**config.mk**
```make
export PLATFORM = sky130hd
export DESIGN_NAME = cabt_ctrl_flat
export DESIGN_NICKNAME = d
export VERILOG_FILES = /design/src/rtl/cabt_pkg.sv /design/src/rtl/cabt_if.sv /design/src/rtl/cabt_ctrl.sv /design/src/flat_wrapper.sv
export SDC_FILE = /design/constraint.sdc
export NUM_CORES = 1
export LEC_CHECK = 0
export ABC_AREA = 1
export BUFFER_PORTS_ARGS = -buffer_cell sky130_fd_sc_hd__buf_4
export CORE_ASPECT_RATIO = 0.8
export CORE_MARGIN = 5
export CORE_UTILIZATION = 41
export DETAILED_ROUTE_END_ITERATION = 10
export PLACE_DENSITY_LB_ADDON = 0.3
export SETUP_SLACK_MARGIN = 0.02
export SLEW_MARGIN = 20
export SYNTH_ARGS = -nofsm -noshare
export SYNTH_HDL_FRONTEND = slang
export SYNTH_SLANG_ARGS = --single-unit
```
**constraint.sdc**
```tcl
create_clock -name aclk -period 1.2 [get_ports aclk]
set_input_delay 0.06 -clock aclk [delete_from_list [all_inputs] [get_ports aclk]]
set_output_delay 0.06 -clock aclk [all_outputs]
set_load 0.01 [all_outputs]
```
**src/rtl/cabt_pkg.sv**
```systemverilog
// constants and helpers shared by both ends of the termination link
package cabt_pkg;
  // mode register addresses seen on the link
  localparam logic [7:0] CABT_MR_VALUE = 8'h0b;
  localparam logic [7:0] CABT_MR_OVR   = 8'h16;
  localparam logic [7:0] CABT_MR_PUCAL = 8'h03;
  // field positions inside the mode register operands
  localparam int CABT_VALUE_LSB = 4;
  localparam int CABT_CK_EN_BIT = 3;
  localparam int CABT_CS_EN_BIT = 4;
  localparam int CABT_CA_DIS_BIT = 5;
  localparam int CABT_PUCAL_BIT = 0;
  // value field codes
  localparam logic [2:0] CABT_VAL_OFF = 3'h0;
  localparam logic [2:0] CABT_VAL_240 = 3'h1;
  localparam logic [2:0] CABT_VAL_120 = 3'h2;
  localparam logic [2:0] CABT_VAL_80  = 3'h3;
  localparam logic [2:0] CABT_VAL_60  = 3'h4;
  localparam logic [2:0] CABT_VAL_48  = 3'h5;
  localparam logic [2:0] CABT_VAL_40  = 3'h6;
  // values after reset
  localparam logic [2:0] CABT_VALUE_RST = 3'h0;
  localparam logic       CABT_FLAG_RST  = 1'b0;
  // calibration point: 1 is vddq/2.5, 0 is vddq/3
  localparam logic       CABT_PUCAL_RST = 1'b0;
  // cycles one impedance calibration keeps the device busy
  localparam int CABT_ZQ_CYCLES = 16;
  // controller register byte offsets
  localparam logic [7:0] CABT_REG_VALUE  = 8'h00;
  localparam logic [7:0] CABT_REG_OVR    = 8'h04;
  localparam logic [7:0] CABT_REG_PUCAL  = 8'h08;
  localparam logic [7:0] CABT_REG_TRAIN  = 8'h0c;
  localparam logic [7:0] CABT_REG_STATUS = 8'h10;
  localparam logic [1:0] CABT_RESP_OKAY  = 2'h0;
  localparam logic [1:0] CABT_RESP_SLV   = 2'h2;

  // nominal resistance in ohms, zero when not a resistance code
  function automatic logic [7:0] cabt_ohms(input logic [2:0] code);
    unique case (code)
      CABT_VAL_240: cabt_ohms = 8'hf0;
      CABT_VAL_120: cabt_ohms = 8'h78;
      CABT_VAL_80:  cabt_ohms = 8'h50;
      CABT_VAL_60:  cabt_ohms = 8'h3c;
      CABT_VAL_48:  cabt_ohms = 8'h30;
      CABT_VAL_40:  cabt_ohms = 8'h28;
      default:      cabt_ohms = 8'h00;
    endcase
  endfunction

  // vddq/2.5 allows only the three highest resistances
  function automatic logic cabt_legal(input logic pucal,
                                      input logic [2:0] code);
    cabt_legal = !pucal || (code <= CABT_VAL_80);
  endfunction
endpackage

```
**src/rtl/cabt_if.sv**
```systemverilog
// link between controller and termination logic of the die
`timescale 1ns/100ps
interface cabt_if;
  logic       mrw_valid;  // one-cycle mode register write
  logic [7:0] mrw_addr;   // mode register address
  logic [7:0] mrw_op;     // mode register operand
  logic       zq_start;   // one-cycle calibration start
  logic       zq_busy;    // calibration in progress
  logic       cal_ok;     // calibration valid for current point

  modport dev (
    input  mrw_valid,
    input  mrw_addr,
    input  mrw_op,
    input  zq_start,
    output zq_busy,
    output cal_ok
  );

  modport ctl (
    output mrw_valid,
    output mrw_addr,
    output mrw_op,
    output zq_start,
    input  zq_busy,
    input  cal_ok
  );
endinterface

```
**src/rtl/cabt_ctrl.sv**
```systemverilog
// controller end: axi4-lite registers driving the link
`timescale 1ns/100ps
module cabt_ctrl (
  input  wire logic        aclk,           // clock
  input  wire logic        aresetn,        // sync reset, low
  cabt_if.ctl              link,           // device link
  input  wire logic        term_rank,      // this rank terminates
  input  wire logic        term_trained,   // terminating rank done
  input  wire logic [7:0]  s_awaddr,       // write address
  input  wire logic        s_awvalid,      // write address valid
  output logic             s_awready,      // write address ready
  input  wire logic [31:0] s_wdata,        // write data
  input  wire logic [3:0]  s_wstrb,        // write strobes
  input  wire logic        s_wvalid,       // write data valid
  output logic             s_wready,       // write data ready
  output logic [1:0]       s_bresp,        // write response
  output logic             s_bvalid,       // write response valid
  input  wire logic        s_bready,       // write response ready
  input  wire logic [7:0]  s_araddr,       // read address
  input  wire logic        s_arvalid,      // read address valid
  output logic             s_arready,      // read address ready
  output logic [31:0]      s_rdata,        // read data
  output logic [1:0]       s_rresp,        // read response
  output logic             s_rvalid,       // read data valid
  input  wire logic        s_rready        // read data ready
);
  import cabt_pkg::*;

  // ---------------------------------------------------------
  // state
  // ---------------------------------------------------------
  typedef enum logic [1:0] {
    ST_IDLE,
    ST_ZQ_GO,
    ST_ZQ_ARM,
    ST_ZQ_WAIT
  } cabt_st_e;

  typedef struct packed {
    cabt_st_e    st;
    logic        aw_got;
    logic [7:0]  aw_addr;
    logic        w_got;
    logic [31:0] w_data;
    logic        bvalid;
    logic [1:0]  bresp;
    logic        rvalid;
    logic [1:0]  rresp;
    logic [31:0] rdata;
    logic [2:0]  value;
    logic [2:0]  ovr;
    logic        pucal;
    logic        err;
    logic        trained;
    logic        mrw_valid;
    logic [7:0]  mrw_addr;
    logic [7:0]  mrw_op;
    logic        zq_start;
  } cabt_ctl_s;

  cabt_ctl_s   r;
  cabt_ctl_s   n;
  logic        do_wr;
  logic [31:0] status;

  assign s_awready = !r.aw_got && !r.bvalid;
  assign s_wready  = !r.w_got && !r.bvalid;
  assign s_arready = !r.rvalid;
  assign do_wr     = r.aw_got && r.w_got && !r.bvalid &&
                     (r.st == ST_IDLE);
  assign status    = {27'h0, link.zq_busy, r.trained, r.err,
                      link.cal_ok, (r.st != ST_IDLE)};

  // ---------------------------------------------------------
  // next state
  // ---------------------------------------------------------
  always_comb begin
    n = r;
    n.mrw_valid = 1'b0;
    n.zq_start  = 1'b0;
    if (s_awvalid && s_awready) begin
      n.aw_got  = 1'b1;
      n.aw_addr = s_awaddr;
    end
    if (s_wvalid && s_wready) begin
      n.w_got  = 1'b1;
      n.w_data = s_wdata;
    end
    if (r.bvalid && s_bready) begin
      n.bvalid = 1'b0;
    end

    if (do_wr) begin
      n.aw_got = 1'b0;
      n.w_got  = 1'b0;
      n.bvalid = 1'b1;
      n.bresp  = CABT_RESP_OKAY;
      unique case (r.aw_addr)
        CABT_REG_VALUE: begin
          if (!cabt_legal(r.pucal, r.w_data[2:0])) begin
            n.err   = 1'b1;
            n.bresp = CABT_RESP_SLV;
          end else begin
            // new value goes out without recalibration
            n.value     = r.w_data[2:0];
            n.mrw_valid = 1'b1;
            n.mrw_addr  = CABT_MR_VALUE;
            n.mrw_op    = {1'b0, r.w_data[2:0], 4'h0};
          end
        end
        CABT_REG_OVR: begin
          n.ovr       = r.w_data[2:0];
          n.mrw_valid = 1'b1;
          n.mrw_addr  = CABT_MR_OVR;
          n.mrw_op    = {2'h0, r.w_data[2:0], 3'h0};
        end
        CABT_REG_PUCAL: begin
          if (!cabt_legal(r.w_data[0], r.value)) begin
            n.err   = 1'b1;
            n.bresp = CABT_RESP_SLV;
          end else begin
            n.pucal     = r.w_data[0];
            n.mrw_valid = 1'b1;
            n.mrw_addr  = CABT_MR_PUCAL;
            n.mrw_op    = {7'h0, r.w_data[0]};
            n.st        = ST_ZQ_GO;
          end
        end
        CABT_REG_TRAIN: begin
          if (term_rank || term_trained) begin
            n.trained = 1'b1;
          end else begin
            n.err   = 1'b1;
            n.bresp = CABT_RESP_SLV;
          end
        end
        CABT_REG_STATUS: begin
          if (r.w_data[2] && s_wstrb[0]) begin
            n.err = 1'b0;
          end
        end
        default: begin
          n.bresp = CABT_RESP_SLV;
        end
      endcase
    end

    unique case (r.st)
      ST_IDLE: begin
      end
      ST_ZQ_GO: begin
        n.zq_start = 1'b1;
        n.st       = ST_ZQ_ARM;
      end
      ST_ZQ_ARM: begin
        if (link.zq_busy) begin
          n.st = ST_ZQ_WAIT;
        end
      end
      ST_ZQ_WAIT: begin
        if (!link.zq_busy) begin
          n.st = ST_IDLE;
        end
      end
    endcase

    if (r.rvalid && s_rready) begin
      n.rvalid = 1'b0;
    end
    if (s_arvalid && s_arready) begin
      n.rvalid = 1'b1;
      n.rresp  = CABT_RESP_OKAY;
      unique case (s_araddr)
        CABT_REG_VALUE:  n.rdata = {29'h0, r.value};
        CABT_REG_OVR:    n.rdata = {29'h0, r.ovr};
        CABT_REG_PUCAL:  n.rdata = {31'h0, r.pucal};
        CABT_REG_TRAIN:  n.rdata = {31'h0, r.trained};
        CABT_REG_STATUS: n.rdata = status;
        default: begin
          n.rdata = 32'h0;
          n.rresp = CABT_RESP_SLV;
        end
      endcase
    end
  end

  // ---------------------------------------------------------
  // registers
  // ---------------------------------------------------------
  always_ff @(posedge aclk) begin
    if (!aresetn) begin
      r       <= '0;
      r.st    <= ST_IDLE;
      r.value <= CABT_VALUE_RST;
      r.pucal <= CABT_PUCAL_RST;
    end else begin
      r <= n;
    end
  end

  assign s_bvalid       = r.bvalid;
  assign s_bresp        = r.bresp;
  assign s_rvalid       = r.rvalid;
  assign s_rresp        = r.rresp;
  assign s_rdata        = r.rdata;
  assign link.mrw_valid = r.mrw_valid;
  assign link.mrw_addr  = r.mrw_addr;
  assign link.mrw_op    = r.mrw_op;
  assign link.zq_start  = r.zq_start;
endmodule

```
**src/flat_wrapper.sv**
```systemverilog
// flat-port wrapper written by rule: the top's interface ports become plain ports
module cabt_ctrl_flat import cabt_pkg::*;
  (aclk, aresetn, term_rank, term_trained, s_awaddr, s_awvalid, s_awready, s_wdata, s_wstrb, s_wvalid, s_wready, s_bresp, s_bvalid, s_bready, s_araddr, s_arvalid, s_arready, s_rdata, s_rresp, s_rvalid, s_rready, link_mrw_valid, link_mrw_addr, link_mrw_op, link_zq_start, link_zq_busy, link_cal_ok);
  cabt_if link_i ();
  input  wire logic aclk;
  input  wire logic aresetn;
  input  wire logic term_rank;
  input  wire logic term_trained;
  input  wire logic [7:0] s_awaddr;
  input  wire logic s_awvalid;
  output logic s_awready;
  input  wire logic [31:0] s_wdata;
  input  wire logic [3:0] s_wstrb;
  input  wire logic s_wvalid;
  output logic s_wready;
  output logic [1:0] s_bresp;
  output logic s_bvalid;
  input  wire logic s_bready;
  input  wire logic [7:0] s_araddr;
  input  wire logic s_arvalid;
  output logic s_arready;
  output logic [31:0] s_rdata;
  output logic [1:0] s_rresp;
  output logic s_rvalid;
  input  wire logic s_rready;
  output wire logic [$bits(link_i.mrw_valid)-1:0] link_mrw_valid;
  output wire logic [$bits(link_i.mrw_addr)-1:0] link_mrw_addr;
  output wire logic [$bits(link_i.mrw_op)-1:0] link_mrw_op;
  output wire logic [$bits(link_i.zq_start)-1:0] link_zq_start;
  input wire logic [$bits(link_i.zq_busy)-1:0] link_zq_busy;
  input wire logic [$bits(link_i.cal_ok)-1:0] link_cal_ok;
  assign link_mrw_valid = link_i.mrw_valid;
  assign link_mrw_addr = link_i.mrw_addr;
  assign link_mrw_op = link_i.mrw_op;
  assign link_zq_start = link_i.zq_start;
  assign link_i.zq_busy = link_zq_busy;
  assign link_i.cal_ok = link_cal_ok;
  cabt_ctrl u_core (.aclk(aclk), .aresetn(aresetn), .link(link_i), .term_rank(term_rank), .term_trained(term_trained), .s_awaddr(s_awaddr), .s_awvalid(s_awvalid), .s_awready(s_awready), .s_wdata(s_wdata), .s_wstrb(s_wstrb), .s_wvalid(s_wvalid), .s_wready(s_wready), .s_bresp(s_bresp), .s_bvalid(s_bvalid), .s_bready(s_bready), .s_araddr(s_araddr), .s_arvalid(s_arvalid), .s_arready(s_arready), .s_rdata(s_rdata), .s_rresp(s_rresp), .s_rvalid(s_rvalid), .s_rready(s_rready));
endmodule
```
==> impl_metrics.py <==
metrics = {
    "yosys": {
        "synth_top_family_by_area": "simple AND/OR/NAND/NOR gates",
        "async_flop_share": 0,
        "ys.flop_type": "dfxtp_1",
        "synth_edf_count": 0,
        "synthCells": 344,
        "synthXorXnorAreaFrac": 0,
        "synth_compound_area_frac": 0.120,
        "yosysSeqAreaShare": 0.367,
        "netlist-cell-type-count": 30,
        "synth.largest_area_cell": "dfxtp_1",
        "ys.warnings.count": 0,
        "postSynthAreaPerCell_um2": 6.98,
        "synthTopCellsByArea": "dfxtp_1, buf_4, nand2_1, nor2_1, a21oi_1",
        "yosysMostFrequentCell": "nand2_1",
        "synthesis.area_um2": 2400,
        "yosys.area.top_type_share": 0.367,
        "synth-simple-area-share": 0.282,
        "ys_ff_latch": 44,
        "muxShareOfSynthArea": 0,
        "synthTopCellsByCount": "nand2_1, buf_4, nor2_1, dfxtp_1, inv_1",
        "synth_adder_area_share": 0,
    },
    "cells_and_area": {
        "seq_area_um2": 901,
        "diodes": 0,
        "fill_cells": 576,
        "num-nets-final": 476,
        "synthToLayoutAreaGrowth_pct": 32.4,
        "layoutNonFillerInstCount": 495,
        "final_cell_area_um2": 3180,
        "multi_input_area_um2": 1270,
        "layout-drive-gt1-share": 0.413,
    },
    "clock_network": {
        "clockBufferDepth": 2,
        "htree_levels": 2,
        "cts_tree": "built",
        "path_clk_slew_ns": 0.08,
        "cts_sinks": 44,
        "clkLatencyLatePin_ns": 0.30,
        "cts_buffers": 5,
        "cts-root-buf": "clkbuf_8",
    },
    "detailed_routing": {
        "drc_errors": 0,
        "drtIter0Drc": 107,
        "vias": 2133,
        "drtAntennaViolNets": 0,
        "wirelength_mm": 5.49,
        "viasPerCell": 4.31,
        "first_pass_iters": 4,
        "wl_per_cell_um": 11.1,
    },
    "power": {
        "power_leakage_uw": 0.00151,
        "intPower_uw": 2500,
        "ir_worst_vdd_v": 0.000610,
        "p_per_area_nw_per_um2": 1100,
        "p_switching_uw": 1010,
        "p_seq_frac": 0.453,
        "comb_power_share": 0.228,
        "clockPowerShare": 0.318,
        "swShare": 0.288,
    },
    "grt": {
        "grt_pass1_wl_mm": 8.88,
        "grt_max_degree": 18,
        "grt_use_met3": 0.0508,
        "grt_usage": 0.148,
        "met2_usage": 0.230,
        "grt_pass1_vias": 2026,
        "use_met1": 0.195,
        "overflow": 0,
        "antenna_found_initial": 0,
        "grt_busiest_layer": "met2",
    },
    "setup_path": {
        "cp-endpoint": "u_core.link.mrw_op[3]$_SDFFE_PN0P_",
        "path_class": "flip-flop to flip-flop",
        "crit_required_ns": 1.44,
        "critical_path.max_fanout": 5,
        "slowest_stage": "dfxtp_2",
        "r2r-end": "u_core.link.mrw_op[3]$_SDFFE_PN0P_",
        "end_kind": "flip-flop",
        "setup.worst_path.start": "u_core.r[98]$_SDFFE_PN0P_",
        "r2r_start": "u_core.r[98]$_SDFFE_PN0P_",
        "crit_path_max_incr_delay_ns": 0.34,
        "reg2reg_depth": 8,
        "cp-start-kind": "flip-flop",
        "worstPathCellList": "nor2_4 > nand3_2 > nor2_4 > buf_4 > nand2_2 > inv_2 > nand2_2 > a21oi_1",
        "worstPathArrival_ns": 1.52,
        "rrSetupSlack_ns": -0.08,
    },
    "die": {
        "die_h_um": 78.5,
        "initial_core_util": 0.415,
        "rows": 25,
        "die_area_um2": 7500,
        "pin_count": 122,
        "core_um2": 5790,
        "die_x_um": 95.6,
    },
    "worst_hold_path": {
        "holdPathStages": 3,
        "hp-class": "input port to flip-flop",
    },
    "sta": {
        "maxSlewViolCount": 0,
        "hold_viol_final": 0,
        "finalSetupViolCount": 18,
        "setup_tns_ns": -0.949,
        "fmax_mhz": 780,
        "fin_crit_ns": 1.28,
        "rsz0062_at_grt": "yes",
        "holdWs_ns": 0.0181,
        "period_share": 1.07,
        "timing.final.ws_setup_ns": -0.0816,
        "fin_skew_ns": 0.00755,
    },
    "placed_design": {
        "port_buffers": 54,
        "numPlacedInstances": 485,
        "dpl_cell_area_um2": 2850,
        "hpwl_mm": 4.15,
        "place.gp.congestion": 0.884,
    },
    "run_status": {
        "failed_checks": "negative setup slack",
        "outcome": "finished with violations",
    },
    "flow_run": {
        "max_cap_viol_count": 0,
    },
}
## worst min-delay path by stage
| stage | start | to | slack [ns] |
|---|---|---|---|
| after detailed placement | s_bready | u_core.s_bvalid$_SDFFE_PN0P_ | 0.26 |
| after global placement | s_bready | u_core.s_bvalid$_SDFFE_PN0P_ | 0.26 |
| after global routing | link_zq_busy | u_core.s_rdata[4]$_SDFFE_PN0P_ | 0.01 |
| after floorplan | s_bready | u_core.s_bvalid$_SDFFE_PN0P_ | 0.16 |
| after CTS | link_zq_busy | u_core.r[108]$_SDFF_PN0_ | 0.02 |
| final | s_wdata[0] | u_core.r[65]$_SDFFE_PN0P_ | 0.02 |
## kinds of logic (layout without fill, tap and decap cells)
logic type | after synthesis | in the layout
AND/OR/NAND/NOR | 151 | 151
buffers and inverters | 93 | 129
AO/OA/AOI/OAI | 55 | 55
flip-flops | 44 | 44
other | 1 | 35
## cell type report
cell class	count	share of cell area
Timing Repair Buffer	85	0.204
Sequential cell	44	0.283
Clock inverter	2	0.0110
Clock buffer	6	0.0228
Multi-Input combinational cell	241	0.399
Tap cell	81	0.0319
Inverter	36	0.0484
## cell usage in the layout (no fill, tap or decap)
master         Yosys  layout
o211a_1            1       1
dfxtp_4            0       3
nor2_8             1       1
inv_4              0       4
clkbuf_8           0       5
bufinv_16          0       1
nor2_2             3       2
nand4_1            1       1
nand3_2            1       6
a21oi_1           25      22
or2_4              1       1
nor2_4             2      11
o31ai_1            1       1
nor3_1             1       1
nand2_4            1       4
clkbuf_1           4       1
dfxtp_1           44      34
buf_4             52      82
nand3b_1           1       1
o21ai_2            0       4
o21ai_0           21      17
dfxtp_2            0       7
nand2_1           70      54
clkinv_4           1       1
nand3_1           16      11
o21ai_1            5       5
nand2_2            5      18
inv_1             29      18
clkinvlp_4         0       1
conb_1             1      35
buf_6              0       2
a21oi_2            1       4
o21a_1             1       1
nand3_4            1       1
inv_2              5      12
dlygate4sd3_1      0       1
nor2_1            47      39
clkinv_2           0       1
## power groups by stage
stage / registers [µW] / logic (µW) / clock network [µW]
2_1_floorplan: 1600 / 479 / 0
3_3_place_gp: 1600 / 670 / 0
3_5_place_dp: 1600 / 677 / 0
4_1_cts: 1580 / 734 / 1140
5_1_grt: 1600 / 885 / 1210
6_report: 1590 / 801 / 1120
## state kept, by name (all words and copies together), names as in the netlist
signal / cells
u_core.s_rdata: 5
u_core.link.mrw_op: 5
u_core.s_bresp: 1
u_core.link.mrw_valid: 1
u_core.r: 24
u_core.link.mrw_addr: 4
u_core.s_rresp: 1
u_core.s_bvalid: 1
u_core.s_rvalid: 1
u_core.link.zq_start: 1
## critical path: cells and delay by family (launching register included)
kind                   cells  cell delay, ns
and+or+nand+nor            5            0.55
buffers and inverters      2            0.22
DFF                        1            0.34
AOI/OAI and AO/OA          1            0.11
## stage by stage
| step | worst slack [ns] | utilization | total power, µW |
|---|---|---|---|
| after floorplan | -0.000995 | - | 2080 |
| after global placement | -0.0703 | 0.493 | 2270 |
| after detailed placement | -0.0829 | 0.493 | 2280 |
| after CTS | -0.0657 | 0.527 | 3450 |
| after global routing | -0.172 | 0.550 | 3690 |
| final | -0.0816 | 0.550 | 3510 |
## what timing repair did
| item | CTS | global route |
|---|---|---|
| hold buffers | 1 | 0 |
| cloned | 0 | 0 |
| setup endpoints to repair | 23 | 40 |
| buffers inserted | 0 | 1 |
| gates resized for setup | 32 | 49 |
| pin swaps | 9 | 20 |
| endpoints found under the hold margin | 1 | 0 |
## metal layers
| layer | vias up | wire length, µm |
|---|---|---|
| met5 | - | 0 |
| met4 | 0 | 74 |
| met3 | 8 | 333 |
| met2 | 61 | 2460 |
| met1 | 932 | 2610 |
| li1 | 1132 | - |
Power figures use the tool's default switching activity.
